--- src/chgsp_params.svh ---
`ifndef CHGSP_PARAMS_SVH
`define CHGSP_PARAMS_SVH

// register offsets
`define CHGSP_OFF_CTRL      8'h00
`define CHGSP_OFF_FORCE     8'h01
`define CHGSP_OFF_CHARGE_CURRENT_SET_PIN      8'h02
`define CHGSP_OFF_STATUS    8'h03
`define CHGSP_OFF_IRQ_STAT  8'h04
`define CHGSP_OFF_IRQ_CLR   8'h05
`define CHGSP_OFF_IRQ_EN    8'h06
`define CHGSP_OFF_VWIN_LO   8'h07
`define CHGSP_OFF_VWIN_HI   8'h08

// control register fields
`define CHGSP_CTRL_STAT_DIS 0
`define CHGSP_CTRL_PG_DIS   1
`define CHGSP_CTRL_CE_DIS   2
`define CHGSP_CTRL_CHG_EN   3
`define CHGSP_CTRL_CHARGE_CURRENT_SET_PIN_PIN 4

// reset values
`define CHGSP_CTRL_RST      8'h18
`define CHGSP_FORCE_RST     8'h00
`define CHGSP_CHARGE_CURRENT_SET_PIN_RST      8'hff
`define CHGSP_VLO_RST       8'h40
`define CHGSP_VHI_RST       8'hc0

// alert pulse timing
`define CHGSP_ALERT_US      256
`define CHGSP_CLK_MHZ       40
`define CHGSP_ALERT_CYC     (`CHGSP_ALERT_US * `CHGSP_CLK_MHZ)

`endif

--- src/chgsp_pkg.sv ---
package chgsp_pkg;
  typedef logic [7:0] chgsp_byte_t;
  typedef logic [1:0] chgsp_chg_state_t;
  typedef enum {CHGSP_IDLE, CHGSP_PULSE} chgsp_alert_e;
endpackage

--- src/chgsp_alert_pulse.sv ---
`timescale 1ns/1ps
`default_nettype none
`include "chgsp_params.svh"
module chgsp_alert_pulse
  import chgsp_pkg::*;
#(
  parameter int unsigned PULSE_CYC = `CHGSP_ALERT_CYC
)
(
  // clock and reset
  input  wire logic sys_clk,
  input  wire logic rst,
  // event in, pin out
  input  wire logic trigger,
  output var  logic alert_oe
);

  typedef struct packed {
    chgsp_alert_e st;
    logic [15:0]  cnt;
    logic         oe;
  } chgsp_ap_s;

  chgsp_ap_s s_r;
  chgsp_ap_s s_nxt;

  always_comb
  begin
    s_nxt = s_r;
    case (s_r.st)
      CHGSP_IDLE:
      begin
        if (trigger)
        begin
          s_nxt.st  = CHGSP_PULSE;
          s_nxt.cnt = 16'(PULSE_CYC - 1);
          s_nxt.oe  = 1'b1;
        end
      end
      default:
      begin
        if (s_r.cnt == 16'h0000)
        begin
          s_nxt.st = CHGSP_IDLE;
          s_nxt.oe = 1'b0;
        end
        else
        begin
          s_nxt.cnt = s_r.cnt - 16'h0001;
        end
      end
    endcase
  end

  always_ff @(posedge sys_clk)
  begin
    if (rst)
    begin
      s_r <= '{st: CHGSP_IDLE, cnt: 16'h0000, oe: 1'b0};
    end
    else
    begin
      s_r <= s_nxt;
    end
  end

  assign alert_oe = s_r.oe;

  // pulse low time is exactly the programmed count
  logic [15:0] low_cnt_r;
  always_ff @(posedge sys_clk)
  begin
    if (rst || !alert_oe)
    begin
      low_cnt_r <= 16'h0000;
    end
    else
    begin
      low_cnt_r <= low_cnt_r + 16'h0001;
    end
  end

  a_alert_len_max: assert property (@(posedge sys_clk) disable iff (rst)
    alert_oe |-> low_cnt_r < 16'(PULSE_CYC))
    else $error("alert pulse too long");
  a_alert_len_min: assert property (@(posedge sys_clk) disable iff (rst)
    $fell(alert_oe) |-> $past(low_cnt_r) == 16'(PULSE_CYC - 1))
    else $error("alert pulse wrong length");

endmodule
`default_nettype wire

--- src/chgsp_status_pins.sv ---
`timescale 1ns/1ps
`default_nettype none
`include "chgsp_params.svh"
module chgsp_status_pins
  import chgsp_pkg::*;
#(
  parameter int unsigned ALERT_CYC = `CHGSP_ALERT_CYC
)
(
  // clock and reset
  input  wire logic             sys_clk,
  input  wire logic             rst,
  // register port
  input  wire logic [7:0]       reg_addr,
  input  wire logic [7:0]       reg_wdata,
  input  wire logic             reg_wr,
  input  wire logic             reg_rd,
  output var  logic [7:0]       reg_rdata,
  // charger core status
  input  wire logic [7:0]       adapter_voltage,
  input  wire logic             thermistor_sense_input,
  input  wire logic [7:0]       charge_current_set_pin,
  input  wire chgsp_chg_state_t charge_state,
  input  wire logic             fault_event,
  // charge control out
  output var  logic             charge_allowed,
  output var  logic [7:0]       charge_current_limit,
  // open-drain pins, oe high pulls low
  output var  logic             alert_pin_oe,
  output var  logic             charge_status_a_pin_oe,
  output var  logic             charge_status_b_pin_oe,
  output var  logic             power_good_pin_oe,
  input  wire logic             charge_enable_pin_in,
  output var  logic             charge_enable_pin_oe,
  // interrupt
  output var  logic             irq
);

  typedef struct packed {
    chgsp_byte_t      ctrl;
    logic [3:0]       force_ind;
    chgsp_byte_t      charge_current_limit_field;
    chgsp_byte_t      vlo;
    chgsp_byte_t      vhi;
    logic [3:0]       irq_stat;
    logic [3:0]       irq_en;
    chgsp_byte_t      rdata;
    chgsp_chg_state_t last_state;
    logic             last_pg;
    logic             last_ts;
    logic             trig;
    logic             chg_ok;
    chgsp_byte_t      ilim;
    logic             stat_a;
    logic             stat_b;
    logic             pg;
    logic             ce_oe;
    logic             irq;
  } chgsp_sp_s;

  chgsp_sp_s s_r;
  chgsp_sp_s s_nxt;

  function automatic logic in_window(input chgsp_byte_t v, input chgsp_byte_t lo,
                                     input chgsp_byte_t hi);
    in_window = (v > lo) && (v < hi);
  endfunction

  function automatic chgsp_byte_t min8(input chgsp_byte_t a, input chgsp_byte_t b);
    min8 = (a < b) ? a : b;
  endfunction

  logic       stat_dis;
  logic       pg_dis;
  logic       ce_dis;
  logic       pg_now;
  logic [3:0] ev;

  always_comb
  begin
    stat_dis = s_r.ctrl[`CHGSP_CTRL_STAT_DIS];
    pg_dis   = s_r.ctrl[`CHGSP_CTRL_PG_DIS];
    ce_dis   = s_r.ctrl[`CHGSP_CTRL_CE_DIS];
    pg_now   = in_window(adapter_voltage, s_r.vlo, s_r.vhi);
    // events: state change, power good change, thermistor change, fault
    ev[0] = charge_state != s_r.last_state;
    ev[1] = pg_now != s_r.last_pg;
    ev[2] = thermistor_sense_input != s_r.last_ts;
    ev[3] = fault_event;

    s_nxt = s_r;
    s_nxt.last_state = charge_state;
    s_nxt.last_pg    = pg_now;
    s_nxt.last_ts    = thermistor_sense_input;
    s_nxt.trig       = |ev;
    s_nxt.rdata      = 8'h00;

    if (reg_wr)
    begin
      if (reg_addr == `CHGSP_OFF_CTRL)
      begin
        s_nxt.ctrl = reg_wdata & 8'h1f;
      end
      else if (reg_addr == `CHGSP_OFF_FORCE)
      begin
        s_nxt.force_ind = reg_wdata[3:0];
      end
      else if (reg_addr == `CHGSP_OFF_CHARGE_CURRENT_SET_PIN)
      begin
        s_nxt.charge_current_limit_field = reg_wdata;
      end
      else if (reg_addr == `CHGSP_OFF_IRQ_CLR)
      begin
        s_nxt.irq_stat = s_r.irq_stat & ~reg_wdata[3:0];
      end
      else if (reg_addr == `CHGSP_OFF_IRQ_EN)
      begin
        s_nxt.irq_en = reg_wdata[3:0];
      end
      else if (reg_addr == `CHGSP_OFF_VWIN_LO)
      begin
        s_nxt.vlo = reg_wdata;
      end
      else if (reg_addr == `CHGSP_OFF_VWIN_HI)
      begin
        s_nxt.vhi = reg_wdata;
      end
    end
    // set wins over clear
    s_nxt.irq_stat = s_nxt.irq_stat | ev;

    if (reg_rd)
    begin
      if (reg_addr == `CHGSP_OFF_CTRL)
      begin
        s_nxt.rdata = s_r.ctrl;
      end
      else if (reg_addr == `CHGSP_OFF_FORCE)
      begin
        s_nxt.rdata = {4'h0, s_r.force_ind};
      end
      else if (reg_addr == `CHGSP_OFF_CHARGE_CURRENT_SET_PIN)
      begin
        s_nxt.rdata = s_r.charge_current_limit_field;
      end
      else if (reg_addr == `CHGSP_OFF_STATUS)
      begin
        s_nxt.rdata = {2'b00, charge_enable_pin_in, thermistor_sense_input,
                       s_r.chg_ok, s_r.last_pg, s_r.last_state};
      end
      else if (reg_addr == `CHGSP_OFF_IRQ_STAT)
      begin
        s_nxt.rdata = {4'h0, s_r.irq_stat};
      end
      else if (reg_addr == `CHGSP_OFF_IRQ_EN)
      begin
        s_nxt.rdata = {4'h0, s_r.irq_en};
      end
      else if (reg_addr == `CHGSP_OFF_VWIN_LO)
      begin
        s_nxt.rdata = s_r.vlo;
      end
      else if (reg_addr == `CHGSP_OFF_VWIN_HI)
      begin
        s_nxt.rdata = s_r.vhi;
      end
    end

    s_nxt.irq = |(s_nxt.irq_stat & s_nxt.irq_en);

    // status pins: core state or force bits
    if (stat_dis)
    begin
      s_nxt.stat_a = s_r.force_ind[0];
      s_nxt.stat_b = s_r.force_ind[1];
    end
    else
    begin
      s_nxt.stat_a = charge_state[0];
      s_nxt.stat_b = charge_state[1];
    end

    if (pg_dis)
    begin
      s_nxt.pg = s_r.force_ind[2];
    end
    else
    begin
      s_nxt.pg = pg_now;
    end

    s_nxt.ce_oe  = ce_dis & s_r.force_ind[3];
    // pin is assumed driven by the system when used as input
    s_nxt.chg_ok = s_r.ctrl[`CHGSP_CTRL_CHG_EN]
                   & (ce_dis | ~charge_enable_pin_in)
                   & thermistor_sense_input;

    if (s_r.ctrl[`CHGSP_CTRL_CHARGE_CURRENT_SET_PIN_PIN])
    begin
      s_nxt.ilim = min8(charge_current_set_pin, s_r.charge_current_limit_field);
    end
    else
    begin
      s_nxt.ilim = s_r.charge_current_limit_field;
    end
  end

  always_ff @(posedge sys_clk)
  begin
    if (rst)
    begin
      s_r <= '{ctrl: `CHGSP_CTRL_RST, force_ind: 4'h0, charge_current_limit_field: `CHGSP_CHARGE_CURRENT_SET_PIN_RST,
               vlo: `CHGSP_VLO_RST, vhi: `CHGSP_VHI_RST, irq_stat: 4'h0,
               irq_en: 4'h0, rdata: 8'h00, last_state: 2'b00, last_pg: 1'b0,
               last_ts: 1'b1, trig: 1'b0, chg_ok: 1'b0, ilim: 8'h00,
               stat_a: 1'b0, stat_b: 1'b0, pg: 1'b0, ce_oe: 1'b0, irq: 1'b0};
    end
    else
    begin
      s_r <= s_nxt;
    end
  end

  chgsp_alert_pulse #(
    .PULSE_CYC (ALERT_CYC)
  ) u_alert (
    .sys_clk  (sys_clk),
    .rst      (rst),
    .trigger  (s_r.trig),
    .alert_oe (alert_pin_oe)
  );

  assign reg_rdata              = s_r.rdata;
  assign charge_allowed         = s_r.chg_ok;
  assign charge_current_limit   = s_r.ilim;
  assign charge_status_a_pin_oe = s_r.stat_a;
  assign charge_status_b_pin_oe = s_r.stat_b;
  assign power_good_pin_oe      = s_r.pg;
  assign charge_enable_pin_oe   = s_r.ce_oe;
  assign irq                    = s_r.irq;

  a_stat_a_force: assert property (@(posedge sys_clk) disable iff (rst)
    $past(stat_dis) && !$past(rst) |-> charge_status_a_pin_oe == $past(s_r.force_ind[0]))
    else $error("status a not following force bit");
  a_stat_b_force: assert property (@(posedge sys_clk) disable iff (rst)
    $past(stat_dis) && !$past(rst) |-> charge_status_b_pin_oe == $past(s_r.force_ind[1]))
    else $error("status b not following force bit");
  a_stat_normal: assert property (@(posedge sys_clk) disable iff (rst)
    !$past(stat_dis) && !$past(rst) |-> charge_status_a_pin_oe == $past(charge_state[0]))
    else $error("status a not reporting charge state");
  a_pg_window: assert property (@(posedge sys_clk) disable iff (rst)
    !$past(pg_dis) && !$past(rst) |-> power_good_pin_oe == $past(pg_now))
    else $error("power good does not match window");
  a_pg_force: assert property (@(posedge sys_clk) disable iff (rst)
    $past(pg_dis) && !$past(rst) |-> power_good_pin_oe == $past(s_r.force_ind[2]))
    else $error("power good not following force bit");
  a_chg_qualify: assert property (@(posedge sys_clk) disable iff (rst)
    charge_allowed |-> $past(s_r.ctrl[`CHGSP_CTRL_CHG_EN])
                       && ($past(ce_dis) || !$past(charge_enable_pin_in)))
    else $error("charge allowed without qualification");
  a_ce_force: assert property (@(posedge sys_clk) disable iff (rst)
    charge_enable_pin_oe |-> $past(ce_dis) && $past(s_r.force_ind[3]))
    else $error("enable pin driven while not forced");
  a_ts_suspend: assert property (@(posedge sys_clk) disable iff (rst)
    !$past(thermistor_sense_input) |-> !charge_allowed)
    else $error("charging during temperature fault");
  a_ilim_min: assert property (@(posedge sys_clk) disable iff (rst)
    $past(s_r.ctrl[`CHGSP_CTRL_CHARGE_CURRENT_SET_PIN_PIN]) && !$past(rst)
    |-> charge_current_limit <= $past(charge_current_set_pin)
        && charge_current_limit <= $past(s_r.charge_current_limit_field))
    else $error("current limit not the minimum");
  a_ilim_reg: assert property (@(posedge sys_clk) disable iff (rst)
    !$past(s_r.ctrl[`CHGSP_CTRL_CHARGE_CURRENT_SET_PIN_PIN]) && !$past(rst)
    |-> charge_current_limit == $past(s_r.charge_current_limit_field))
    else $error("current limit ignores register");
  a_alert_start: assert property (@(posedge sys_clk) disable iff (rst)
    $rose(s_r.trig) && !alert_pin_oe |=> alert_pin_oe)
    else $error("alert pulse not started");
  a_stat_b_normal: assert property (@(posedge sys_clk) disable iff (rst)
    !$past(stat_dis) && !$past(rst) |-> charge_status_b_pin_oe == $past(charge_state[1]))
    else $error("status b not reporting charge state");
  a_chg_grant: assert property (@(posedge sys_clk) disable iff (rst)
    !$past(rst) && $past(s_r.ctrl[`CHGSP_CTRL_CHG_EN]) && $past(thermistor_sense_input)
    && ($past(ce_dis) || !$past(charge_enable_pin_in)) |-> charge_allowed)
    else $error("charge refused although qualified");
  a_ce_follow: assert property (@(posedge sys_clk) disable iff (rst)
    $past(ce_dis) && !$past(rst) |-> charge_enable_pin_oe == $past(s_r.force_ind[3]))
    else $error("enable pin not following force bit");

endmodule
`default_nettype wire

--- config.mk ---
export PLATFORM = sky130hd
export DESIGN_NAME = chgsp_status_pins
export DESIGN_NICKNAME = d
export VERILOG_FILES = /design/src/chgsp_pkg.sv /design/src/chgsp_alert_pulse.sv /design/src/chgsp_status_pins.sv
export VERILOG_INCLUDE_DIRS = /design/src
export SDC_FILE = /design/constraint.sdc
export NUM_CORES = 1
export LEC_CHECK = 0
export BUFFER_PORTS_ARGS = -buffer_cell sky130_fd_sc_hd__buf_4
export CORE_UTILIZATION = 25
export DETAILED_ROUTE_END_ITERATION = 10
export GPL_TIMING_DRIVEN = 0
export PLACE_DENSITY = 0.4
export SLEW_MARGIN = 20
export SYNTH_ARGS = -nofsm -noshare
export SYNTH_HDL_FRONTEND = slang
export SYNTH_HIERARCHICAL = 1
export SYNTH_SLANG_ARGS = --single-unit
--- constraint.sdc ---
create_clock -name sys_clk -period 3.2 [get_ports sys_clk]
set_clock_uncertainty 0.15 [all_clocks]
set_input_delay 0.32 -clock sys_clk [delete_from_list [all_inputs] [get_ports sys_clk]]
set_output_delay 0.32 -clock sys_clk [all_outputs]
set_load 0.02 [all_outputs]
### Word level (Yosys, flattened, before mapping)

Cells that the tools add are included.
Widths: inputs -> output; s select.

| storage, ports and cells | value |
|---|---|
| bits in registers | 117 |
| input bits | 41 |
| logic and storage cells | 96 |

| cells by class | value |
|---|---|
| add/sub/neg operators | 1 |
| order comparisons | 3 |
| equality and inequality tests | 13 |
| muxes and demuxes | 24 |
| bitwise logic cells | 16 |
| reductions and logical operators | 16 |

Operators by type and width:

| cell | number |
|---|---|
| $mux 49 | 2 |
| $mux 8 | 12 |
| $eq 8x3->1 const B | 4 |
| $logic_not 32->1 | 1 |
| $mux 32 | 1 |
| $eq 8x2->1 const B | 2 |
| $logic_not 16->1 | 1 |
| $lt 8x8->1 | 2 |
| $mux 16 | 1 |
| $sub 16x1->16 const B | 1 |
| $mux 4 | 3 |
| $reduce_or 4->1 | 3 |
| $mux 5 | 2 |
| $and 4x4->4 | 2 |
| $eq 8x1->1 const B | 1 |
| $eq 8x4->1 const B | 1 |
| $gt 8x8->1 | 1 |
| $logic_not 8->1 | 1 |
| $not 1->1 | 8 |
| $reduce_and 8->1 | 1 |
| $reduce_and 7->1 | 1 |
| $reduce_and 2->1 | 3 |
| $ne 2x2->1 const B | 2 |
| $not 4->4 | 1 |
| 12 further kinds | 16 |

### Depth between registers and ports, before layout

| depth | value |
|---|---|
| word-level depth | 10 |
| depth in mapped cells | 9 |
| mapped depth without buffers | 8 |

### Modules after synthesis

Netlist, hierarchy kept.

By module, submodules not included:

| module | instances | cells each | area an instance (um^2) |
|---|---|---|---|
| chgsp_status_pins | 1 | 419 | 3654.8 |
| chgsp_alert_pulse | 1 | 120 | 1047.3 |

### Worst setup path before layout

OpenSTA, ideal clock, no wires.

| timing | value |
|---|---|
| path kind | register to register |
| from | register s_r[44] in the netlist's numbering |
| to | register s_r (netlist bit irq) |
| library setup time | 0.134 ns |
| arrival | 2.037 ns |
| data required time | 2.916 ns |
| setup slack | 0.879 ns |
| stages on the path, launching flop included | 9 |
| period minus slack after synthesis | 2.321 ns |
| cells stage by stage | dfxtp_1 > inv_1 > ha_1 > nor2b_1 > o211ai_1 > a21oi_1 > o311ai_0 > mux2i_1 > o22ai_1 |

| on the way | value |
|---|---|
| longest elaborated chain between the ends | 6 |

Ends and longest elaborated chain:

| item | RTL line | RTL |
|---|---|---|
| from (decl) | chgsp_status_pins.sv:61 | `chgsp_sp_s s_r;` |
| from (signal assigned) | chgsp_status_pins.sv:212 | `` s_r <= '{ctrl: `CHGSP_CTRL_RST, force_ind: 4'h0, charge_current_limit_field: `CHGSP_CHARGE_CURRENT_SET_PIN_RST ... `` |
| from (signal assigned) | chgsp_status_pins.sv:220 | `s_r <= s_nxt;` |
| $gt 8x8->1 | chgsp_status_pins.sv:66 | `in_window = (v > lo) && (v < hi);` |
| $logic_and 1x1->1 | chgsp_status_pins.sv:66 |  |
| $ne 1x1->1 | chgsp_status_pins.sv:87 | `ev[1] = pg_now != s_r.last_pg;` |
| $or 4x4->4 | chgsp_status_pins.sv:130 | `s_nxt.irq_stat = s_nxt.irq_stat \| ev;` |
| $and 4x4->4 | chgsp_status_pins.sv:169 | `s_nxt.irq = \|(s_nxt.irq_stat & s_nxt.irq_en);` |
| $reduce_or 4->1 | chgsp_status_pins.sv:169 |  |

Every way passes these cells.
A chain may end at the register's enable or synchronous reset.

### Worst setup path after layout

Same ends and word-level chain as after synthesis.

==> reports/summary.log <==
[power_and_ir_drop] power share of the clock group 43.2%
[finish] antenna fix cells 0
[power_and_ir_drop] switching power total 0.0006887 W
[sta] unrepaired setup endpoints after global routing false
[power_and_ir_drop] leakage power figure 2.385 nW
[finish] Layout Nets 676
[grt] grt peak-use layer met2
[die] core area 18210 µm²
[run_status] failing checks DRC
[die] Die Footprint 19360 µm²
[grt] initial antenna violation count 0
[sta] share of the clock period used by the worst path after layout 77.95%
[grt] first-pass GRT wire length 22720 µm
[power_and_ir_drop] fraction of power spent switching nets 25.95%
[clocking] number of buffers added to fix hold violations after cts 0
[finish] area of the multi-input gates 2610 µm²
[routing] routed wirelength normalized by instance count 16.91 µm
[clocking] H-tree levels 3
[grt] total overflow reported by the global router 0
[worst_setup_path] cell breakdown of the critical path inv_1 -> ha_1 -> nor2b_1 -> o211ai_1 -> a21oi_1 -> o311ai_2 -> mux2i_1 -> o22ai_1
[die] floorplan die height 139.1 µm
[grt] M3 GR Usage 2.901%
[place] GPL Wtd Cong 0.8244
[place] post-placement cell count 830
[sta] Final Hold Vio Count 0
[power_and_ir_drop] highest ir drop seen on vdd 0.0002211 V
[synthesis] Cell variety after synth 72
[synthesis] fraction of synthesis flops using an asynchronous set or reset pin 0%
[synthesis] top post-synthesis cells by area sky130_fd_sc_hd__dfxtp_1 36%, sky130_fd_sc_hd__ha_1 6.1%, sky130_fd_sc_hd__a21oi_1 4.5%, sky130_fd_sc_hd__nand3_1 3.3%, sky130_fd_sc_hd__nand2_1 3.3%
[power_and_ir_drop] sequential share of power 42.9%
[sta] Achievable Freq 400.9 MHz
[synthesis] area share of the largest cell type after synthesis 36.19%
[routing] per-cell via count in the routed design 4.978
[place] DP Worst Slack 545.2 ps
[synthesis] predominant post-synthesis flop cell sky130_fd_sc_hd__dfxtp_1
[worst_setup_path] crit path launch type flip-flop
[clocking] post_cts resized 0
[die] initial core utilization 25.82%
[sta] count of endpoints failing setup in the final report 0
[die] num ports 64
[flow_run] number of max-cap violations 0
[routing] vias post-DR 4211
[grt] Global Route met1 Usage 20.86%
[synthesis] fraction of the yosys area taken by sequential cells 36.19%
[worst_setup_path] Crit Path Category reg -> reg
[synthesis] most frequent cell after synthesis sky130_fd_sc_hd__dfxtp_1
[clocking] buffer type at the clock tree root sky130_fd_sc_hd__clkbuf_16
[synthesis] Synth area leader sky130_fd_sc_hd__dfxtp_1
[place] half-perimeter wire length after placement 10920 µm
[clocking] worst skew pair latency 340 ps
[worst_setup_path] cell family contributing the most delay on the critical path compound AO/OA/AOI/OAI gates
[worst_setup_path] largest stage delay on the critical path 630 ps
[sta] clock period minus worst slack 2495 ps
[clocking] Post-CTS Setup Inserts 0
[routing] number of nets with antenna violations after routing 0
[routing] Total Wirelength 14300 µm
[die] Horiz. Die Dim 139.1 µm
[sta] setup slack after layout 705.5 ps
[power_and_ir_drop] logic gate share of total power 13.9%
[routing] number of detailed-route iterations in the first pass 10
[routing] number of design rule violations left after detail routing 4
[finish] fin cells 846
[grt] total track usage 15.30%
[worst_setup_path] highest net fanout along the worst path 4
[sta] Max transition margin 46.73%
[synthesis] EDFF count, synth 0
[clocking] CTS clock-pin slew for the worst setup and hold paths 60 ps
[power_and_ir_drop] Power Density 458.2 nW/µm²
[worst_setup_path] Crit. End Element flip-flop
[clocking] number of buffers added by the clock tree synthesis step 9
[finish] final-layout fill cell count 1904
[synthesis] mean cell area of the mapped netlist 8.724 µm²
[synthesis] top post-synthesis cells by count 85 x sky130_fd_sc_hd__dfxtp_1, 42 x sky130_fd_sc_hd__a21oi_1, 41 x sky130_fd_sc_hd__nand2_1
[power_and_ir_drop] cell-internal power 0.001965 W
[finish] share of final-layout standard cells stronger than drive strength 1 22.37%
[finish] Synth-to-Final Area Change 23.20%
[grt] number of global-route vias before repair 4095
[clocking] Max Root-Sink Buffers 2
[routing] Initial DRC Count 302
[synthesis] Post-Synthesis Cells 539
[finish] Seq. cell area 1702 µm²
[worst_setup_path] Worst Path Arrival 2540 ps
[synthesis] number of warnings issued by yosys 6
[clocking] sink count of the clock tree 85
[die] standard-cell rows 49
[synthesis] Yosys reg bits 85
[place] count of input and output buffers 62
[clocking] clock tree from TritonCTS done
[grt] met2 track demand over resource in global routing 23.68%
[run_status] run status finished with violations
[sta] Final Slew Violations 0
[worst_setup_path] cell type of the slowest stage on the worst timing path sky130_fd_sc_hd__o311ai_2
[worst_setup_path] CP Buf/Inv Count 1
[synthesis] Synthesized Nets 603
[synthesis] post-synthesis cell area 4702 µm²
[worst_setup_path] required time reported for the critical path endpoint 3240 ps
[sta] actual transition at the worst max-transition pin 794.2 ps
[grt] pin count of the biggest net entering global routing 14
[sta] Post-Route Setup TNS 0 ps
[worst_hold_path] class of the most critical hold timing path in -> reg
-- cell usage in the layout, fill, tap and decap left out, types with 3 or more instances in the layout --
cell type	instances
sky130_fd_sc_hd__o21ai_0	17
sky130_fd_sc_hd__buf_2	3
sky130_fd_sc_hd__a22oi_1	6
sky130_fd_sc_hd__or4_1	7
sky130_fd_sc_hd__nor2b_1	7
sky130_fd_sc_hd__a211o_1	13
sky130_fd_sc_hd__mux2i_1	14
sky130_fd_sc_hd__nor3_1	5
sky130_fd_sc_hd__nor4_1	3
sky130_fd_sc_hd__a21oi_1	42
sky130_fd_sc_hd__and3_1	12
sky130_fd_sc_hd__nand2b_1	5
sky130_fd_sc_hd__clkbuf_8	5
sky130_fd_sc_hd__nor3b_1	8
sky130_fd_sc_hd__a31o_2	4
sky130_fd_sc_hd__buf_6	5
sky130_fd_sc_hd__nand4_1	9
sky130_fd_sc_hd__a2bb2oi_1	5
sky130_fd_sc_hd__and4_1	3
sky130_fd_sc_hd__o211ai_1	3
sky130_fd_sc_hd__buf_1	3
sky130_fd_sc_hd__clkbuf_16	9
sky130_fd_sc_hd__buf_4	80
sky130_fd_sc_hd__o31ai_1	5
sky130_fd_sc_hd__nand3_1	31
sky130_fd_sc_hd__a222oi_1	3
sky130_fd_sc_hd__ha_1	23
sky130_fd_sc_hd__clkbuf_1	16
sky130_fd_sc_hd__a31oi_1	9
sky130_fd_sc_hd__nor2_1	38
sky130_fd_sc_hd__xor2_1	4
sky130_fd_sc_hd__o221a_1	3
sky130_fd_sc_hd__inv_1	32
sky130_fd_sc_hd__nand3b_1	3
sky130_fd_sc_hd__nand2_1	41
sky130_fd_sc_hd__dfxtp_1	85
sky130_fd_sc_hd__a211oi_1	4
-- power groups by stage --
stage	sequential (W)	clock, W	combinational, W
after floorplan	0.00116	0	0.000224
after global placement	0.00116	0	0.000362
after detailed placement	0.00116	0	0.000369
after CTS	0.00114	0.00118	0.000371
after global routing	0.00114	0.00122	0.000407
final	0.00114	0.00115	0.000369
-- metal layers --
layer	routed length, µm	up-vias
li1	-	2094
met1	7166	1994
met2	6260	111
met3	635	12
met4	240	0
met5	0	-
-- sequential cells by signal, summed over array words and instances (netlist names) --
signal,cells
u_alert/s_r,17
charge_status_b_pin_oe,1
irq,1
s_r,44
power_good_pin_oe,1
charge_current_limit,8
charge_status_a_pin_oe,1
charge_allowed,1
pg_dis,1
charge_enable_pin_oe,1
ce_dis,1
reg_rdata,8
-- path summary, 6_finish.rpt --
kind,start,end,slack [ps],cells after the start
max,s_r[44],irq,710,8
min,fault_event,s_r[34],80,2
max reg2reg,s_r[44],irq,710,8
min reg2reg,s_r[66],charge_allowed,320,2
-- logic make-up (layout without fill, tap and decap cells) --
family          after synthesis  in the layout  share of synthesized area [%]
simple gates                199            199                          25.31
fa+ha+maj                    23             23                          6.120
mux                          17             17                          3.699
xor+xnor                      4              4                         0.7450
buf+inv                      77            155                          8.462
flops                        85             85                          36.19
compound gates              134            134                          19.48
-- area by class of cell --
class,count,area share (%)
clock buffers,14,5.076
plain buffers,45,4.795
repair buffers,62,8.035
clock inverters,2,0.6479
flip-flops and latches,85,29.37
well taps,229,4.946
multi-input cells,377,45.05
inverters,32,2.073
-- through the flow --
| stage | hold WS (ps) | util, % | power [W] | area (µm²) |
|---|---|---|---|---|
| 3_5_place_dp | 311.3 | 29.99 | 0.001531 | 5461 |
| 4_1_cts | 67.29 | 31.81 | 0.002693 | 5793 |
| 6_report | 79.76 | 31.81 | 0.002654 | 5793 |
| 3_3_place_gp | 305.2 | 29.95 | 0.001523 | 5454 |
| 5_1_grt | 81.06 | 31.81 | 0.002772 | 5793 |
| 2_1_floorplan | 272.6 | - | 0.001380 | 4702 |
(Power assumes the default switching activity.)
